`src/core/ec_port_pkg.sv`:
```
// constants shared by the host byte port and its test bench
// assumes a single controller clock at the rate given below
package ec_port_pkg;

  // command byte codes written to the command/status port
  localparam logic [7:0] CMD_READ = 8'h80;
  localparam logic [7:0] CMD_WRITE = 8'h81;
  localparam logic [7:0] CMD_BURST_ON = 8'h82;
  localparam logic [7:0] CMD_BURST_OFF = 8'h83;
  localparam logic [7:0] CMD_QUERY = 8'h84;

  // fixed answer bytes
  localparam logic [7:0] BURST_ACK = 8'h90;
  localparam logic [7:0] NO_EVENT = 8'h00;

  // status byte field positions, other bits read as zero
  localparam int ST_OBF_BIT = 0;
  localparam int ST_IBF_BIT = 1;
  localparam int ST_CMD_BIT = 3;
  localparam int ST_BURST_BIT = 4;
  localparam int ST_EVT_BIT = 5;

  // reset values
  localparam logic [7:0] BYTE_RST = 8'h00;
  localparam logic [3:0] PULSES_RST = 4'h0;

  // clock rate and documented times
  localparam int unsigned CLK_MHZ = 250;
  localparam int unsigned IBF_SET_MAX_NS = 1000;
  localparam int unsigned BURST_FIRST_US = 400;
  localparam int unsigned BURST_NEXT_US = 50;
  localparam int unsigned BURST_TOTAL_US = 1000;

  // longest times round down to whole cycles
  localparam int unsigned IBF_SET_MAX_CYCLES = IBF_SET_MAX_NS * CLK_MHZ / 1000;
  localparam int unsigned BURST_FIRST_CYCLES = BURST_FIRST_US * CLK_MHZ;
  localparam int unsigned BURST_NEXT_CYCLES = BURST_NEXT_US * CLK_MHZ;
  localparam int unsigned BURST_TOTAL_CYCLES = BURST_TOTAL_US * CLK_MHZ;

  // command engine and interrupt pulse states
  typedef enum logic [2:0] {
    ENG_IDLE, ENG_RD_ADDR, ENG_WR_ADDR, ENG_WR_DATA, ENG_RESPOND
  } eng_state_t;

  typedef enum logic [1:0] {P_IDLE, P_HIGH, P_GAP} pulse_state_t;

endpackage

```
`src/core/host_byte_port.sv`:
```
// controller side of the host byte port: command/status and data ports,
// flags, command engine, burst timing and pulsed host interrupt
// assumes host strobes and bus arrive asynchronously on pins and that
// config and event ports come from logic on clk_in
`timescale 1ns/100ps
// Operation
// [RQ1] host interrupt is a pulse, never a held level
// [RQ2] host takes the pulse on an unshared event input as an edge
// [RQ3] pulse when the input-full flag drops after a byte is taken
// [RQ4] pulse when a byte is loaded and the output-full flag rises
// [RQ5] internal event sets pending-event flag and pulses; pulses only when the flag rises, none for an event queued while it is set
// [RQ6] host answers the pending-event flag with the query command
// [RQ7] read: pulse on command taken, none on address, pulse on data
// [RQ8] write: pulse as each of command, address and data is taken
// [RQ9] query: no pulse on command, pulse when value is loaded
// [RQ10] burst on: no pulse on command, pulse when ack loaded
// [RQ11] burst off: pulse when command is taken and input-full clears
// [RQ12] host gains ownership of the interface before any exchange
// [RQ13] each transaction is a command byte then command-specific data
// [RQ14] host write to either port sets input-full within 1 us
// [RQ15] input-full clears when the engine takes the byte
// [RQ16] output-full sets when the engine loads the output byte
// [RQ17] output-full clears when the host reads the data port
// [RQ18] command/status and data ports decode at configurable addresses
// [RQ19] codes: read 80, write 81, burst on 82, off 83, query 84
// [RQ20] entering burst sets burst bit, loads 90, sets output-full, pulses
// [RQ21] query value zero only means no event outstanding
// [RQ22] burst ends after 400 us first, 50 us later, 1 ms total
// [RQ23] one pulse of programmable width per event, idle gap between
// [RQ24] status read returns flags and changes none of them
module host_byte_port #(
  parameter int ADDR_W = 16,
  parameter int unsigned BURST_FIRST_CYCLES =
    ec_port_pkg::BURST_FIRST_CYCLES,
  parameter int unsigned BURST_NEXT_CYCLES = ec_port_pkg::BURST_NEXT_CYCLES,
  parameter int unsigned BURST_TOTAL_CYCLES =
    ec_port_pkg::BURST_TOTAL_CYCLES
) (
  // clock and reset
  input wire logic clk_in,
  input wire logic rst_n_in,
  // host bus pins
  input wire logic [ADDR_W-1:0] host_addr_in,
  input wire logic host_wr_n_in,
  input wire logic host_rd_n_in,
  input wire logic [7:0] host_wdata_in,
  output logic [7:0] host_rdata_out,
  output logic host_rdata_oe_out,
  // configuration
  input wire logic [ADDR_W-1:0] command_status_port_addr_in,
  input wire logic [ADDR_W-1:0] data_port_addr_in,
  input wire logic [7:0] pulse_width_in,
  // internal event source
  input wire logic event_valid_in,
  input wire logic [7:0] event_code_in,
  output logic event_ready_out,
  // host interrupt and status
  output logic host_event_interrupt_out,
  output logic input_full_flag_out,
  output logic output_full_flag_out,
  output logic burst_active_out,
  output logic pending_event_flag_out
);
  // synchronisers; bit 0 first flop, bit 2 previous
  logic [2:0] wr_n_sync;
  logic [2:0] rd_n_sync;
  logic [ADDR_W-1:0] addr_s1;
  logic [ADDR_W-1:0] addr_s2;
  logic [7:0] wdata_s1;
  logic [7:0] wdata_s2;
  logic hit_cmd;
  logic hit_data;
  logic wr_evt;
  logic rd_fall;
  logic rd_data_evt;
  logic host_access;

  // buffers and engine
  logic [7:0] ibuf_byte;
  logic ibuf_is_cmd;
  logic [7:0] obuf_byte;
  logic [7:0] status_byte;
  logic [7:0] ec_space [256];
  logic [7:0] mem_addr;
  logic [7:0] resp_byte;
  logic resp_burst;
  ec_port_pkg::eng_state_t eng_state;
  ec_port_pkg::eng_state_t next_state;
  logic [7:0] next_resp;
  logic next_resp_burst;
  logic consume;
  logic eng_pulse;
  logic pop_event;
  logic mem_we;
  logic addr_load;
  logic obuf_load;
  logic burst_off_cmd;

  // events, burst timing and pulse shaper
  logic ev_valid;
  logic [7:0] ev_code;
  logic ev_flag_q;
  logic ev_rise;
  logic burst_first;
  logic [31:0] gap_cnt;
  logic [31:0] total_cnt;
  logic burst_timeout;
  logic [3:0] pend_pulses;
  logic pulse_take;
  logic [7:0] pulse_cnt;
  logic [7:0] width_m1;
  ec_port_pkg::pulse_state_t pulse_state;

  // two flops on every pin before any logic looks at it
  always_ff @(posedge clk_in or negedge rst_n_in) begin
    if (!rst_n_in) begin
      wr_n_sync <= 3'b111;
      rd_n_sync <= 3'b111;
      addr_s1 <= '0;
      addr_s2 <= '0;
      wdata_s1 <= ec_port_pkg::BYTE_RST;
      wdata_s2 <= ec_port_pkg::BYTE_RST;
    end else begin
      wr_n_sync <= {wr_n_sync[1:0], host_wr_n_in};
      rd_n_sync <= {rd_n_sync[1:0], host_rd_n_in};
      addr_s1 <= host_addr_in;
      addr_s2 <= addr_s1;
      wdata_s1 <= host_wdata_in;
      wdata_s2 <= wdata_s1;
    end
  end

  // port decode; bus stable while strobe low
  assign hit_cmd = (addr_s2 == command_status_port_addr_in); // [RQ18]
  assign hit_data = (addr_s2 == data_port_addr_in); // [RQ18]
  assign wr_evt = wr_n_sync[2] & ~wr_n_sync[1] & (hit_cmd | hit_data);
  assign rd_fall = rd_n_sync[2] & ~rd_n_sync[1];
  assign rd_data_evt = rd_fall & hit_data;
  assign host_access = wr_evt | (rd_fall & (hit_cmd | hit_data));

  // status byte, reserved bits zero
  always_comb begin
    status_byte = '0;
    status_byte[ec_port_pkg::ST_OBF_BIT] = output_full_flag_out;
    status_byte[ec_port_pkg::ST_IBF_BIT] = input_full_flag_out;
    status_byte[ec_port_pkg::ST_CMD_BIT] = ibuf_is_cmd;
    status_byte[ec_port_pkg::ST_BURST_BIT] = burst_active_out;
    status_byte[ec_port_pkg::ST_EVT_BIT] = pending_event_flag_out;
  end

  // input buffer: host write sets, engine take clears, set wins
  always_ff @(posedge clk_in or negedge rst_n_in) begin
    if (!rst_n_in) begin
      ibuf_byte <= ec_port_pkg::BYTE_RST;
      ibuf_is_cmd <= 1'b0;
      input_full_flag_out <= 1'b0;
    end else begin
      if (wr_evt) begin
        ibuf_byte <= wdata_s2;
        ibuf_is_cmd <= hit_cmd; // [RQ13]
        input_full_flag_out <= 1'b1; // [RQ14]
      end else if (consume) begin
        input_full_flag_out <= 1'b0; // [RQ15]
      end
    end
  end

  // output buffer: engine load sets, host data read clears, set wins
  always_ff @(posedge clk_in or negedge rst_n_in) begin
    if (!rst_n_in) begin
      obuf_byte <= ec_port_pkg::BYTE_RST;
      output_full_flag_out <= 1'b0;
    end else begin
      if (obuf_load) begin
        obuf_byte <= resp_byte;
        output_full_flag_out <= 1'b1; // [RQ16]
      end else if (rd_data_evt) begin
        output_full_flag_out <= 1'b0; // [RQ17]
      end
    end
  end

  // read data; a status read only samples the flags
  always_ff @(posedge clk_in or negedge rst_n_in) begin
    if (!rst_n_in) begin
      host_rdata_out <= ec_port_pkg::BYTE_RST;
      host_rdata_oe_out <= 1'b0;
    end else begin
      host_rdata_oe_out <= ~rd_n_sync[1] & (hit_cmd | hit_data);
      if (rd_fall & hit_cmd) begin
        host_rdata_out <= status_byte; // [RQ24]
      end else if (rd_data_evt) begin
        host_rdata_out <= obuf_byte;
      end
    end
  end

  // engine decode; a held answer blocks new bytes
  always_comb begin
    consume = input_full_flag_out && (eng_state != ec_port_pkg::ENG_RESPOND);
    next_state = eng_state;
    next_resp = resp_byte;
    next_resp_burst = resp_burst;
    eng_pulse = 1'b0;
    pop_event = 1'b0;
    mem_we = 1'b0;
    addr_load = 1'b0;
    obuf_load = 1'b0;
    burst_off_cmd = 1'b0;
    if (eng_state == ec_port_pkg::ENG_RESPOND) begin
      if (!output_full_flag_out) begin
        obuf_load = 1'b1;
        eng_pulse = 1'b1; // [RQ4]
        next_state = ec_port_pkg::ENG_IDLE;
      end
    end else if (consume && ibuf_is_cmd) begin
      next_resp_burst = 1'b0;
      case (ibuf_byte) // [RQ19]
        ec_port_pkg::CMD_READ: begin
          eng_pulse = 1'b1; // [RQ7] [RQ3]
          next_state = ec_port_pkg::ENG_RD_ADDR;
        end
        ec_port_pkg::CMD_WRITE: begin
          eng_pulse = 1'b1; // [RQ8] [RQ3]
          next_state = ec_port_pkg::ENG_WR_ADDR;
        end
        ec_port_pkg::CMD_BURST_ON: begin
          next_resp = ec_port_pkg::BURST_ACK; // [RQ10]
          next_resp_burst = 1'b1;
          next_state = ec_port_pkg::ENG_RESPOND;
        end
        ec_port_pkg::CMD_BURST_OFF: begin
          eng_pulse = 1'b1; // [RQ11]
          burst_off_cmd = 1'b1;
          next_state = ec_port_pkg::ENG_IDLE;
        end
        ec_port_pkg::CMD_QUERY: begin
          // zero is kept for the empty case only
          next_resp = ev_valid ? ev_code : ec_port_pkg::NO_EVENT; // [RQ21]
          pop_event = ev_valid; // [RQ9]
          next_state = ec_port_pkg::ENG_RESPOND;
        end
        default: begin
          eng_pulse = 1'b1; // [RQ3]
          next_state = ec_port_pkg::ENG_IDLE;
        end
      endcase
    end else if (consume) begin
      case (eng_state)
        ec_port_pkg::ENG_RD_ADDR: begin
          next_resp = ec_space[ibuf_byte]; // [RQ7]
          next_state = ec_port_pkg::ENG_RESPOND;
        end
        ec_port_pkg::ENG_WR_ADDR: begin
          addr_load = 1'b1;
          eng_pulse = 1'b1; // [RQ8]
          next_state = ec_port_pkg::ENG_WR_DATA;
        end
        ec_port_pkg::ENG_WR_DATA: begin
          mem_we = 1'b1;
          eng_pulse = 1'b1; // [RQ8]
          next_state = ec_port_pkg::ENG_IDLE;
        end
        default: begin
          eng_pulse = 1'b1; // [RQ3]
          next_state = ec_port_pkg::ENG_IDLE;
        end
      endcase
    end
  end

  // engine state and held answer
  always_ff @(posedge clk_in or negedge rst_n_in) begin
    if (!rst_n_in) begin
      eng_state <= ec_port_pkg::ENG_IDLE;
      resp_byte <= ec_port_pkg::BYTE_RST;
      resp_burst <= 1'b0;
      mem_addr <= ec_port_pkg::BYTE_RST;
    end else begin
      eng_state <= next_state;
      resp_byte <= next_resp;
      resp_burst <= next_resp_burst;
      if (addr_load) begin
        mem_addr <= ibuf_byte;
      end
    end
  end

  // controller address space, contents undefined after power-up
  always_ff @(posedge clk_in) begin
    if (mem_we) begin
      ec_space[mem_addr] <= ibuf_byte;
    end
  end

  // burst mode: set with the ack load, ends on command or timeout
  always_ff @(posedge clk_in or negedge rst_n_in) begin
    if (!rst_n_in) begin
      burst_active_out <= 1'b0;
    end else if (obuf_load && resp_burst) begin
      burst_active_out <= 1'b1; // [RQ20]
    end else if (burst_off_cmd || burst_timeout) begin
      burst_active_out <= 1'b0; // [RQ22]
    end
  end

  // burst watchdogs, 32-bit counters
  always_ff @(posedge clk_in or negedge rst_n_in) begin
    if (!rst_n_in) begin
      burst_first <= 1'b1;
      gap_cnt <= '0;
      total_cnt <= '0;
    end else if (!burst_active_out || burst_timeout) begin
      burst_first <= 1'b1;
      gap_cnt <= '0;
      total_cnt <= '0;
    end else begin
      total_cnt <= total_cnt + 32'd1;
      if (host_access) begin
        burst_first <= 1'b0;
        gap_cnt <= '0;
      end else begin
        gap_cnt <= gap_cnt + 32'd1;
      end
    end
  end

  // timeout also counts as an event the host must be told of
  assign burst_timeout = burst_active_out && !burst_off_cmd &&
    ((burst_first && gap_cnt >= 32'(BURST_FIRST_CYCLES)) ||
     (!burst_first && gap_cnt >= 32'(BURST_NEXT_CYCLES)) ||
     total_cnt >= 32'(BURST_TOTAL_CYCLES)); // [RQ22]

  // event codes queue here so a busy query path loses none
  two_entry_buffer #(
    .WIDTH(8),
    .DEPTH(2)
  ) event_queue (
    .clk_in(clk_in),
    .rst_n_in(rst_n_in),
    .in_valid_in(event_valid_in & (event_code_in != ec_port_pkg::NO_EVENT)),
    .in_data_in(event_code_in),
    .in_ready_out(event_ready_out),
    .out_valid_out(ev_valid),
    .out_data_out(ev_code),
    .out_ready_in(pop_event)
  );

  // pending flag is a non-empty queue; its rise asks a pulse
  assign pending_event_flag_out = ev_valid; // [RQ5]
  assign ev_rise = ev_valid & ~ev_flag_q; // [RQ5]

  always_ff @(posedge clk_in or negedge rst_n_in) begin
    if (!rst_n_in) begin
      ev_flag_q <= 1'b0;
    end else begin
      ev_flag_q <= ev_valid;
    end
  end

  // queued requests, so close events each get a pulse
  assign pulse_take = (pulse_state == ec_port_pkg::P_IDLE) &&
    (pend_pulses != '0);

  always_ff @(posedge clk_in or negedge rst_n_in) begin
    if (!rst_n_in) begin
      pend_pulses <= ec_port_pkg::PULSES_RST;
    end else begin
      pend_pulses <= pend_pulses + 4'(eng_pulse) + 4'(ev_rise) +
        4'(burst_timeout) - 4'(pulse_take); // [RQ23]
    end
  end

  // width of zero is treated as one cycle
  assign width_m1 = (pulse_width_in == 8'h00) ? 8'h00 : pulse_width_in - 8'h01;

  // pulse shaper: high for the width, then low for at least the width plus one idle cycle
  always_ff @(posedge clk_in or negedge rst_n_in) begin
    if (!rst_n_in) begin
      pulse_state <= ec_port_pkg::P_IDLE;
      pulse_cnt <= ec_port_pkg::BYTE_RST;
      host_event_interrupt_out <= 1'b0;
    end else begin
      case (pulse_state)
        ec_port_pkg::P_IDLE: begin
          if (pulse_take) begin
            host_event_interrupt_out <= 1'b1; // [RQ1]
            pulse_cnt <= width_m1;
            pulse_state <= ec_port_pkg::P_HIGH;
          end
        end
        ec_port_pkg::P_HIGH: begin
          if (pulse_cnt == 8'h00) begin
            host_event_interrupt_out <= 1'b0; // [RQ1] [RQ23]
            pulse_cnt <= width_m1;
            pulse_state <= ec_port_pkg::P_GAP;
          end else begin
            pulse_cnt <= pulse_cnt - 8'h01;
          end
        end
        ec_port_pkg::P_GAP: begin
          if (pulse_cnt == 8'h00) begin
            pulse_state <= ec_port_pkg::P_IDLE; // [RQ23]
          end else begin
            pulse_cnt <= pulse_cnt - 8'h01;
          end
        end
        default: begin
          host_event_interrupt_out <= 1'b0;
          pulse_state <= ec_port_pkg::P_IDLE;
        end
      endcase
    end
  end

endmodule

```
`src/core/two_entry_buffer.sv`:
```
// small valid/ready buffer holding event codes for the query command
// assumes both sides run on the same clock
`timescale 1ns/100ps
module two_entry_buffer #(
  parameter int WIDTH = 8,
  parameter int DEPTH = 2
) (
  // clock and reset
  input wire logic clk_in,
  input wire logic rst_n_in,
  // filling side
  input wire logic in_valid_in,
  input wire logic [WIDTH-1:0] in_data_in,
  output logic in_ready_out,
  // draining side
  output logic out_valid_out,
  output logic [WIDTH-1:0] out_data_out,
  input wire logic out_ready_in
);
  localparam int PW = (DEPTH > 1) ? $clog2(DEPTH) : 1;
  localparam int CW = $clog2(DEPTH + 1);

  logic [WIDTH-1:0] slots [DEPTH];
  logic [PW-1:0] wr_ptr;
  logic [PW-1:0] rd_ptr;
  logic [CW-1:0] count;
  logic [CW-1:0] next_count;
  logic push;
  logic pop;

  // handshakes on both sides
  assign push = in_valid_in & in_ready_out;
  assign pop = out_valid_out & out_ready_in;
  assign next_count = count + CW'(push) - CW'(pop);
  assign out_data_out = slots[rd_ptr];

  // occupancy; ready and valid are flops so full and empty are exact
  always_ff @(posedge clk_in or negedge rst_n_in) begin
    if (!rst_n_in) begin
      count <= '0;
      in_ready_out <= 1'b1;
      out_valid_out <= 1'b0;
    end else begin
      count <= next_count;
      in_ready_out <= (next_count != CW'(DEPTH));
      out_valid_out <= (next_count != '0);
    end
  end

  // pointers wrap at the last slot
  always_ff @(posedge clk_in or negedge rst_n_in) begin
    if (!rst_n_in) begin
      wr_ptr <= '0;
      rd_ptr <= '0;
    end else begin
      if (push) begin
        wr_ptr <= (wr_ptr == PW'(DEPTH - 1)) ? '0 : wr_ptr + 1'b1;
      end
      if (pop) begin
        rd_ptr <= (rd_ptr == PW'(DEPTH - 1)) ? '0 : rd_ptr + 1'b1;
      end
    end
  end

  // storage needs no reset, valid guards it
  always_ff @(posedge clk_in) begin
    if (push) begin
      slots[wr_ptr] <= in_data_in;
    end
  end

endmodule

```
`config.mk`:
```
export PLATFORM = sky130hd
export DESIGN_NAME = host_byte_port
export DESIGN_NICKNAME = d
export VERILOG_FILES = /design/src/core/ec_port_pkg.sv /design/src/core/host_byte_port.sv /design/src/core/two_entry_buffer.sv
export SDC_FILE = /design/constraint.sdc
export NUM_CORES = 2
export LEC_CHECK = 0
export ABC_AREA = 0
export ABC_CLOCK_PERIOD_IN_PS = 9050
export BUFFER_PORTS_ARGS = -buffer_cell sky130_fd_sc_hd__buf_4
export CORE_MARGIN = 1.5
export CORE_UTILIZATION = 50
export DETAILED_ROUTE_END_ITERATION = 7
export PLACE_DENSITY = 0.75
export SLEW_MARGIN = 20
export SYNTH_ARGS = -nofsm -noshare
export SYNTH_HDL_FRONTEND = slang
export SYNTH_SLANG_ARGS = --single-unit
```
`constraint.sdc`:
```
create_clock -name clk_in -period 9.05 [get_ports clk_in]
set_clock_uncertainty 0.2 [all_clocks]
set_input_delay 1.81 -clock clk_in [delete_from_list [all_inputs] [get_ports clk_in]]
set_output_delay 1.81 -clock clk_in [all_outputs]
set_load 0.02 [all_outputs]
```
---- Word level (Yosys, flattened, before mapping) ----
Memories as Yosys holds them, arrays and structs flattened.
Index checks and enable logic that the tools add are counted.
operators by class
  $add $sub $neg .......................... 12
  order comparisons ....................... 3
  equality and inequality tests ........... 21
  muxes and demuxes ....................... 64
  bitwise gates (word level) .............. 18
  reductions and logical operators ........ 37
operator list
  kind                                                                                    number
  32-bit two-way mux                                                                      3
  8-bit two-way mux                                                                       10
  32-bit by 1-bit adder with 32-bit output (second input constant)                        2
  8-bit equality test (second input constant)                                             5
  1-bit two-way mux                                                                       38
  16-bit equality test                                                                    2
  32-bit by 14-bit greater-or-equal comparator with 1-bit output (second input constant)  1
  32-bit by 17-bit greater-or-equal comparator with 1-bit output (second input constant)  1
  32-bit by 18-bit greater-or-equal comparator with 1-bit output (second input constant)  1
  8-bit case mux with 3 select lines                                                      1
  8-bit zero test                                                                         2
  8-bit case mux with 2 select lines                                                      1
  2-bit nonzero test                                                                      8
  8-bit by 1-bit subtractor with 8-bit output (second input constant)                     2
  4-bit by 1-bit adder with 4-bit output                                                  3
  3-bit two-way mux                                                                       4
  2-bit != test (second input constant)                                                   6
  1-bit bitwise AND                                                                       11
  3-bit case mux with 3 select lines                                                      1
  3-bit AND reduction                                                                     3
  1-bit logical AND                                                                       8
  8-bit nonzero test                                                                      1
  3-bit by 2-bit equality test with 1-bit output (second input constant)                  2
  2-bit two-way mux                                                                       3
  23 further kinds                                                                        36
storage, ports and cells
  register bits after elaboration ......... 190
  RAM bits ................................ 2064
  input bits .............................. 77
  output and inout bits ................... 15
  logic and storage cells ................. 188
  memories ................................ 2
memory list
  memory             words  width  read ports  clocked after memory_dff  wr ports  RTL line                source
  ec_space           256    8      1           0                         1         host_byte_port.sv:83    logic [7:0] ec_space [256];
  event_queue.slots  2      8      1           0                         1         two_entry_buffer.sv:23  logic [WIDTH-1:0] slots [DEPTH];

---- Logic depth before layout (Yosys ltp) ----
  word-level depth ........................ 11
  gate-level depth with buffers ........... 15
  mapped depth without buffers ............ 11

---- By module ----
Synthesis repeated with hierarchy kept, for this count alone.
unflattened totals
  cells, all modules ...................... 4526
  area total of the unflattened synthesis .. 88961.6 µm²
by module, submodules not included
  module            times used  cells each  area each (µm²)  sequential area each (µm²)
  host_byte_port    1           4481        88133.3          66112.2
  two_entry_buffer  1           45          828.3            631.9

---- Worst setup path after synthesis ----
No wires, ideal clock.
  path type ............................... register -> register
  start ................................... reg ibuf_byte[2]
  end ..................................... reg pend_pulses[2]
  library setup time ...................... 0.123 ns
  data arrival time ....................... 6.245 ns
  required time ........................... 8.727 ns
  path slack .............................. 2.482 ns
  cell stages (with the launch flop) ...... 12
  buffers on the path ..................... 4
  period minus slack after synthesis ...... 6.568 ns
  cell sequence ........................... dfrtp_1 clkbuf_8 buf_2 buf_4 clkbuf_1 o31ai_1 o21bai_2 fa_1 inv_1 ha_1 fa_1 xor2_1
between the ends
  cells in the longest elaborated chain, start to end .. 9
  elaborated cells between the ends (all ways) .. 17
  those cells by class .................... add/sub (4); eq/ne (3); mux (6); reduce/logical (4)
RTL lines
  item                                                                                       RTL line                                      source
  start: declaration                                                                         host_byte_port.sv:79                          logic [7:0] ibuf_byte;
  start signal: assignment                                                                   host_byte_port.sv:154                         ibuf_byte <= ec_port_pkg::BYTE_RST;
  start signal: assignment                                                                   host_byte_port.sv:159                         ibuf_byte <= wdata_s2;
  8-bit equality test                                                                        host_byte_port.sv:218                         case (ibuf_byte)
  2-bit OR reduction (no source line) or 1-bit two-way mux (tied branches)                   -
  1-bit two-way mux (on tied branches)                                                       host_byte_port.sv:218, host_byte_port.sv:216
  1-bit two-way mux (on tied branches)                                                       host_byte_port.sv:216, host_byte_port.sv:210
  1-bit two-way mux or 1-bit zero test (tied branches)                                       host_byte_port.sv:210, host_byte_port.sv:329
  4-bit by 1-bit adder with 4-bit output or 1-bit logical AND (tied branches) (2 in series)  host_byte_port.sv:369, host_byte_port.sv:329
  4-bit by 1-bit adder with 4-bit output *                                                   host_byte_port.sv:369                         pend_pulses <= pend_pulses + 4'(eng_pulse) + 4'(ev_rise) +
  4-bit by 1-bit subtractor with 4-bit output *                                              host_byte_port.sv:370                         4'(burst_timeout) - 4'(pulse_take);
  end signal: assignment                                                                     host_byte_port.sv:367                         pend_pulses <= ec_port_pkg::PULSES_RST;
  end signal: assignment                                                                     host_byte_port.sv:369
  end: declaration                                                                           host_byte_port.sv:108                         logic [3:0] pend_pulses;
Every way passes the cells marked *; elsewhere a longest branch is shown, timed or not.
A chain may end at the register's enable or synchronous reset.

---- Worst setup path after layout ----
  start ................................... reg ibuf_byte[2]
  end ..................................... reg resp_byte[5]
between the ends
  cells in the longest elaborated chain, start to end .. 4
  elaborated cells between the ends (all ways) .. 9
  those cells by class .................... eq/ne (3); mux (4); reduce/logical (1); memory (1)
RTL lines
  item                     RTL line               source
  memory read 256 x 8 bit  -
  8-bit two-way mux        host_byte_port.sv:249  case (eng_state)
  8-bit two-way mux        host_byte_port.sv:248  end else if (consume) begin
  8-bit two-way mux        host_byte_port.sv:216  end else if (consume && ibuf_is_cmd) begin
  end signal: assignment   host_byte_port.sv:276  resp_byte <= ec_port_pkg::BYTE_RST;
  end signal: assignment   host_byte_port.sv:281  resp_byte <= next_resp;
  end: declaration         host_byte_port.sv:85   logic [7:0] resp_byte;
Several ways; a longest one is shown, not always the timed one. The select of a mux whose other input is x is not followed.

==> out/qor.csv <==
stage,metric,value,unit
timing,fmax,195,MHz
cts,CTS tree,yes,
final_layout,most frequent cells in the layout,"edfxtp_1, mux4_2, nor2_1",
final_layout,share of layout cells above drive strength 1,20.8,%
floorplan,core area,177000,µm²
yosys,Synth area leaders,"edfxtp_1, mux4_2, dfrtp_1",
cts,CTS root buffer,clkbuf_16,
global_routing,vias in the first global route,45400,
detailed_routing,Vias per Instance,6.46,
placed_design,IO Port Bufs,91,
yosys,Synth Cell Area,89300,µm²
power_and_ir_drop,Peak VDD IR,185,µV
critical_path,crit start category,flip-flop,
yosys,Post-synth ARST share,8.43,%
yosys,number of synthesized flops with an enable pin,2064,
status,status,"finished, final reports clean",
timing,RSZ-0062 raised after global routing,no,
floorplan,Initial Util,50.5,%
yosys,Synth Instances,4539,
critical_path,WS Path Type,flip-flop to flip-flop,
worst_hold_path,hold crit path type,flip-flop to flip-flop,
detailed_routing,final wirelength,224000,µm
yosys,Yosys reg bits,2254,
detailed_routing,WL per Instance,31.0,µm
cts,cts hold-fix bufs,0,
yosys,average size of a mapped cell,19.7,µm²
placed_design,Final HPWL DP,135000,µm
timing,"Slew Viols, Final",0,
critical_path,CP required,9.64,ns
critical_path,crit-path max FO,76,
power_and_ir_drop,Pwr Density,208,nW/µm²
power_and_ir_drop,overall power,20.6,mW
final_layout,Final nets,4787,
cts,Setup Buffers After CTS,0,
detailed_routing,Iteration-0 DRC Markers,6838,
critical_path,Crit. End Element,flip-flop,
global_routing,pin count of the biggest net entering global routing,158,
yosys,register area share after synthesis,74.7,%
yosys,Netlist cell types,84,
global_routing,global-route wire length before repair,321000,µm
detailed_routing,DR pass1 iterations,6,
global_routing,overall routing resource usage,24.7,%
placed_design,RePlAce Congestion,0.964,
final_layout,Area Growth Syn to Fin,10.7,%
yosys,Yosys Warn Count,0,
global_routing,total congestion overflow,0,
timing,worst slew pin tran,1.26,ns
final_layout,"commonest non-fill, non-tap cell in the layout",edfxtp_1,
cts,CTS H-Tree Depth,4,
cts,clk_lat worst skew,0.88,ns
timing,Hold Fails Final Rpt,0,
floorplan,Die Span Y,426,µm
timing,worst rel slew slack,16.0,%
floorplan,die width,426,µm
timing,fin crit share,56.6,%
floorplan,die area,181000,µm²
cts,"CTS clk-pin slew, worst paths",0.07,ns
yosys,share of the synthesized area in the top cell type,69.4,%
detailed_routing,Final ANT Viol Nets,0,
flow_run,Max Cap Viol,0,
power_and_ir_drop,leakage,31.8,nW
detailed_routing,via count,46600,
yosys,leading area contributor after synthesis,edfxtp_1,
timing,# setup viols final,0,
critical_path,Worst Path Arrival,5.72,ns
cts,post_cts resized,0,
floorplan,IO Count,92,
yosys,Main synth FF type,edfxtp_1,
cts,clk buf depth,3,
cts,Inserted Clock Buffers,208,
timing,Final min period,5.12,ns
yosys,post-synth net total,4638,
floorplan,row count,154,
cts,# clock sinks,2254,
global_routing,initial antenna violation count,4,
timing,Setup TNS,0,ns
detailed_routing,drt drc,0,
[report_power, final]
| part | internal [mW] | total (mW) | switching (mW) |
|---|---|---|---|
| Sequential | 11.3 | 11.3 | 0.0408 |
| Clock | 4.92 | 8.82 | 3.90 |
| Combinational | 0.195 | 0.448 | 0.253 |
[area by class of cell]
cell class,instances,area (µm²)
Inverter,40,151
Antenna cell,6,15.0
Clock inverter,139,1430
Clock buffer,249,5410
Multi-Input combinational cell,2005,20700
Fill cell,12800,78000
Sequential cell,2254,66800
Timing Repair Buffer,179,1510
Tap cell,2340,2930
[through the flow]
| step | instance area, µm² | util [%] | instances | hold slack, ns | setup slack, ns |
|---|---|---|---|---|---|
| floorplan | 89300 | - | 4539 | 0.131 | 2.48 |
| global placement | 92000 | 52.0 | 6817 | 0.131 | 4.17 |
| detailed placement | 92000 | 52.0 | 6817 | 0.135 | 4.33 |
| CTS | 98800 | 55.9 | 7205 | 0.140 | 4.34 |
| global route | 98900 | 55.9 | 7206 | 0.154 | 3.99 |
| finish | 98900 | 55.9 | 7212 | 0.141 | 3.93 |
[synth_stat cells (all sizes together) (6+ instances only)]
| cell | instances |
|---|---|
| nand3 | 63 |
| buf | 144 |
| and2 | 9 |
| edfxtp | 2064 |
| mux2i | 98 |
| dfstp | 8 |
| mux2 | 39 |
| nand4 | 38 |
| clkbuf | 96 |
| nand2b | 13 |
| o211ai | 6 |
| nor2b | 24 |
| a221oi | 17 |
| xor2 | 36 |
| a31oi | 15 |
| a32oi | 19 |
| nand2 | 224 |
| o2111ai | 7 |
| a2111oi | 7 |
| o21ai | 53 |
| o221ai | 7 |
| ha | 20 |
| and3 | 24 |
| o22ai | 36 |
| a211oi | 12 |
| o311ai | 6 |
| a21oi | 48 |
| nor4 | 22 |
| dfrtp | 182 |
| or4 | 10 |
| a22oi | 45 |
| nor3 | 32 |
| inv | 39 |
| nor2 | 415 |
| xnor2 | 69 |
| a32o | 6 |
| a22o | 8 |
| mux4 | 503 |
[registers in the layout, indices dropped and copies added, names as in the netlist, 2 cells and up]
name and count:
wdata_s2 8, wdata_s1 8, eng_state 3, total_cnt 32
addr_s2 16, rd_n_sync 3, gap_cnt 32, pulse_state 2
obuf_byte 8, mem_addr 8, wr_n_sync 3, event_queue.count 2
event_queue.slots 16, ec_space 2048, host_rdata_out 8, ibuf_byte 8
addr_s1 16, pend_pulses 4, resp_byte 8, pulse_cnt 8
[metal layers]
layer / up-vias / share of wire (%) / track usage [%]
met5: - / 0.090 / 0.503
met1: 24100 / 37 / 33.3
met2: 3111 / 45 / 36.8
met3: 631 / 13 / 7.88
met4: 8 / 5.3 / 11.4
li1: 18700 / - / -
[critical path: stages, from the launching register on]
cell and delay [ns]:
dfrtp_4 0.79, buf_4 0.71, buf_4 0.80, mux4_2 0.36, nand2_1 0.06, a32o_1 0.32, nor3_1 0.26, a31oi_1 0.17
a221oi_1 1.00, nand3b_1 0.21
[path summary, 6_finish.rpt]
kind	from	endpoint	slack, ns	depth (start not counted)
max in group asynchronous	rst_n_in	ibuf_byte[2]	6.27	2
max	ibuf_byte[2]	resp_byte[5]	3.93	9
max reg2reg	ibuf_byte[2]	resp_byte[5]	3.93	9
min	addr_s1[8]	addr_s2[8]	0.14	0
min reg2reg	addr_s1[8]	addr_s2[8]	0.14	0
min in group asynchronous	rst_n_in	addr_s2[6]	0.84	1
[logic make-up (layout without fill, tap and decap cells)]
| logic type | Yosys count | after routing | synth area share, % |
|---|---|---|---|
| simple gates | 897 | 897 | 4.44 |
| fa+ha+maj | 22 | 22 | 0.325 |
| compound gates | 341 | 341 | 2.70 |
| buf+inv | 280 | 607 | 2.22 |
| mux | 640 | 640 | 14.6 |
| flops | 2254 | 2254 | 74.7 |
| xor+xnor | 105 | 105 | 1.03 |
| other cells | 0 | 6 | 0 |
No activity file was read; power rests on OpenSTA's default activity.
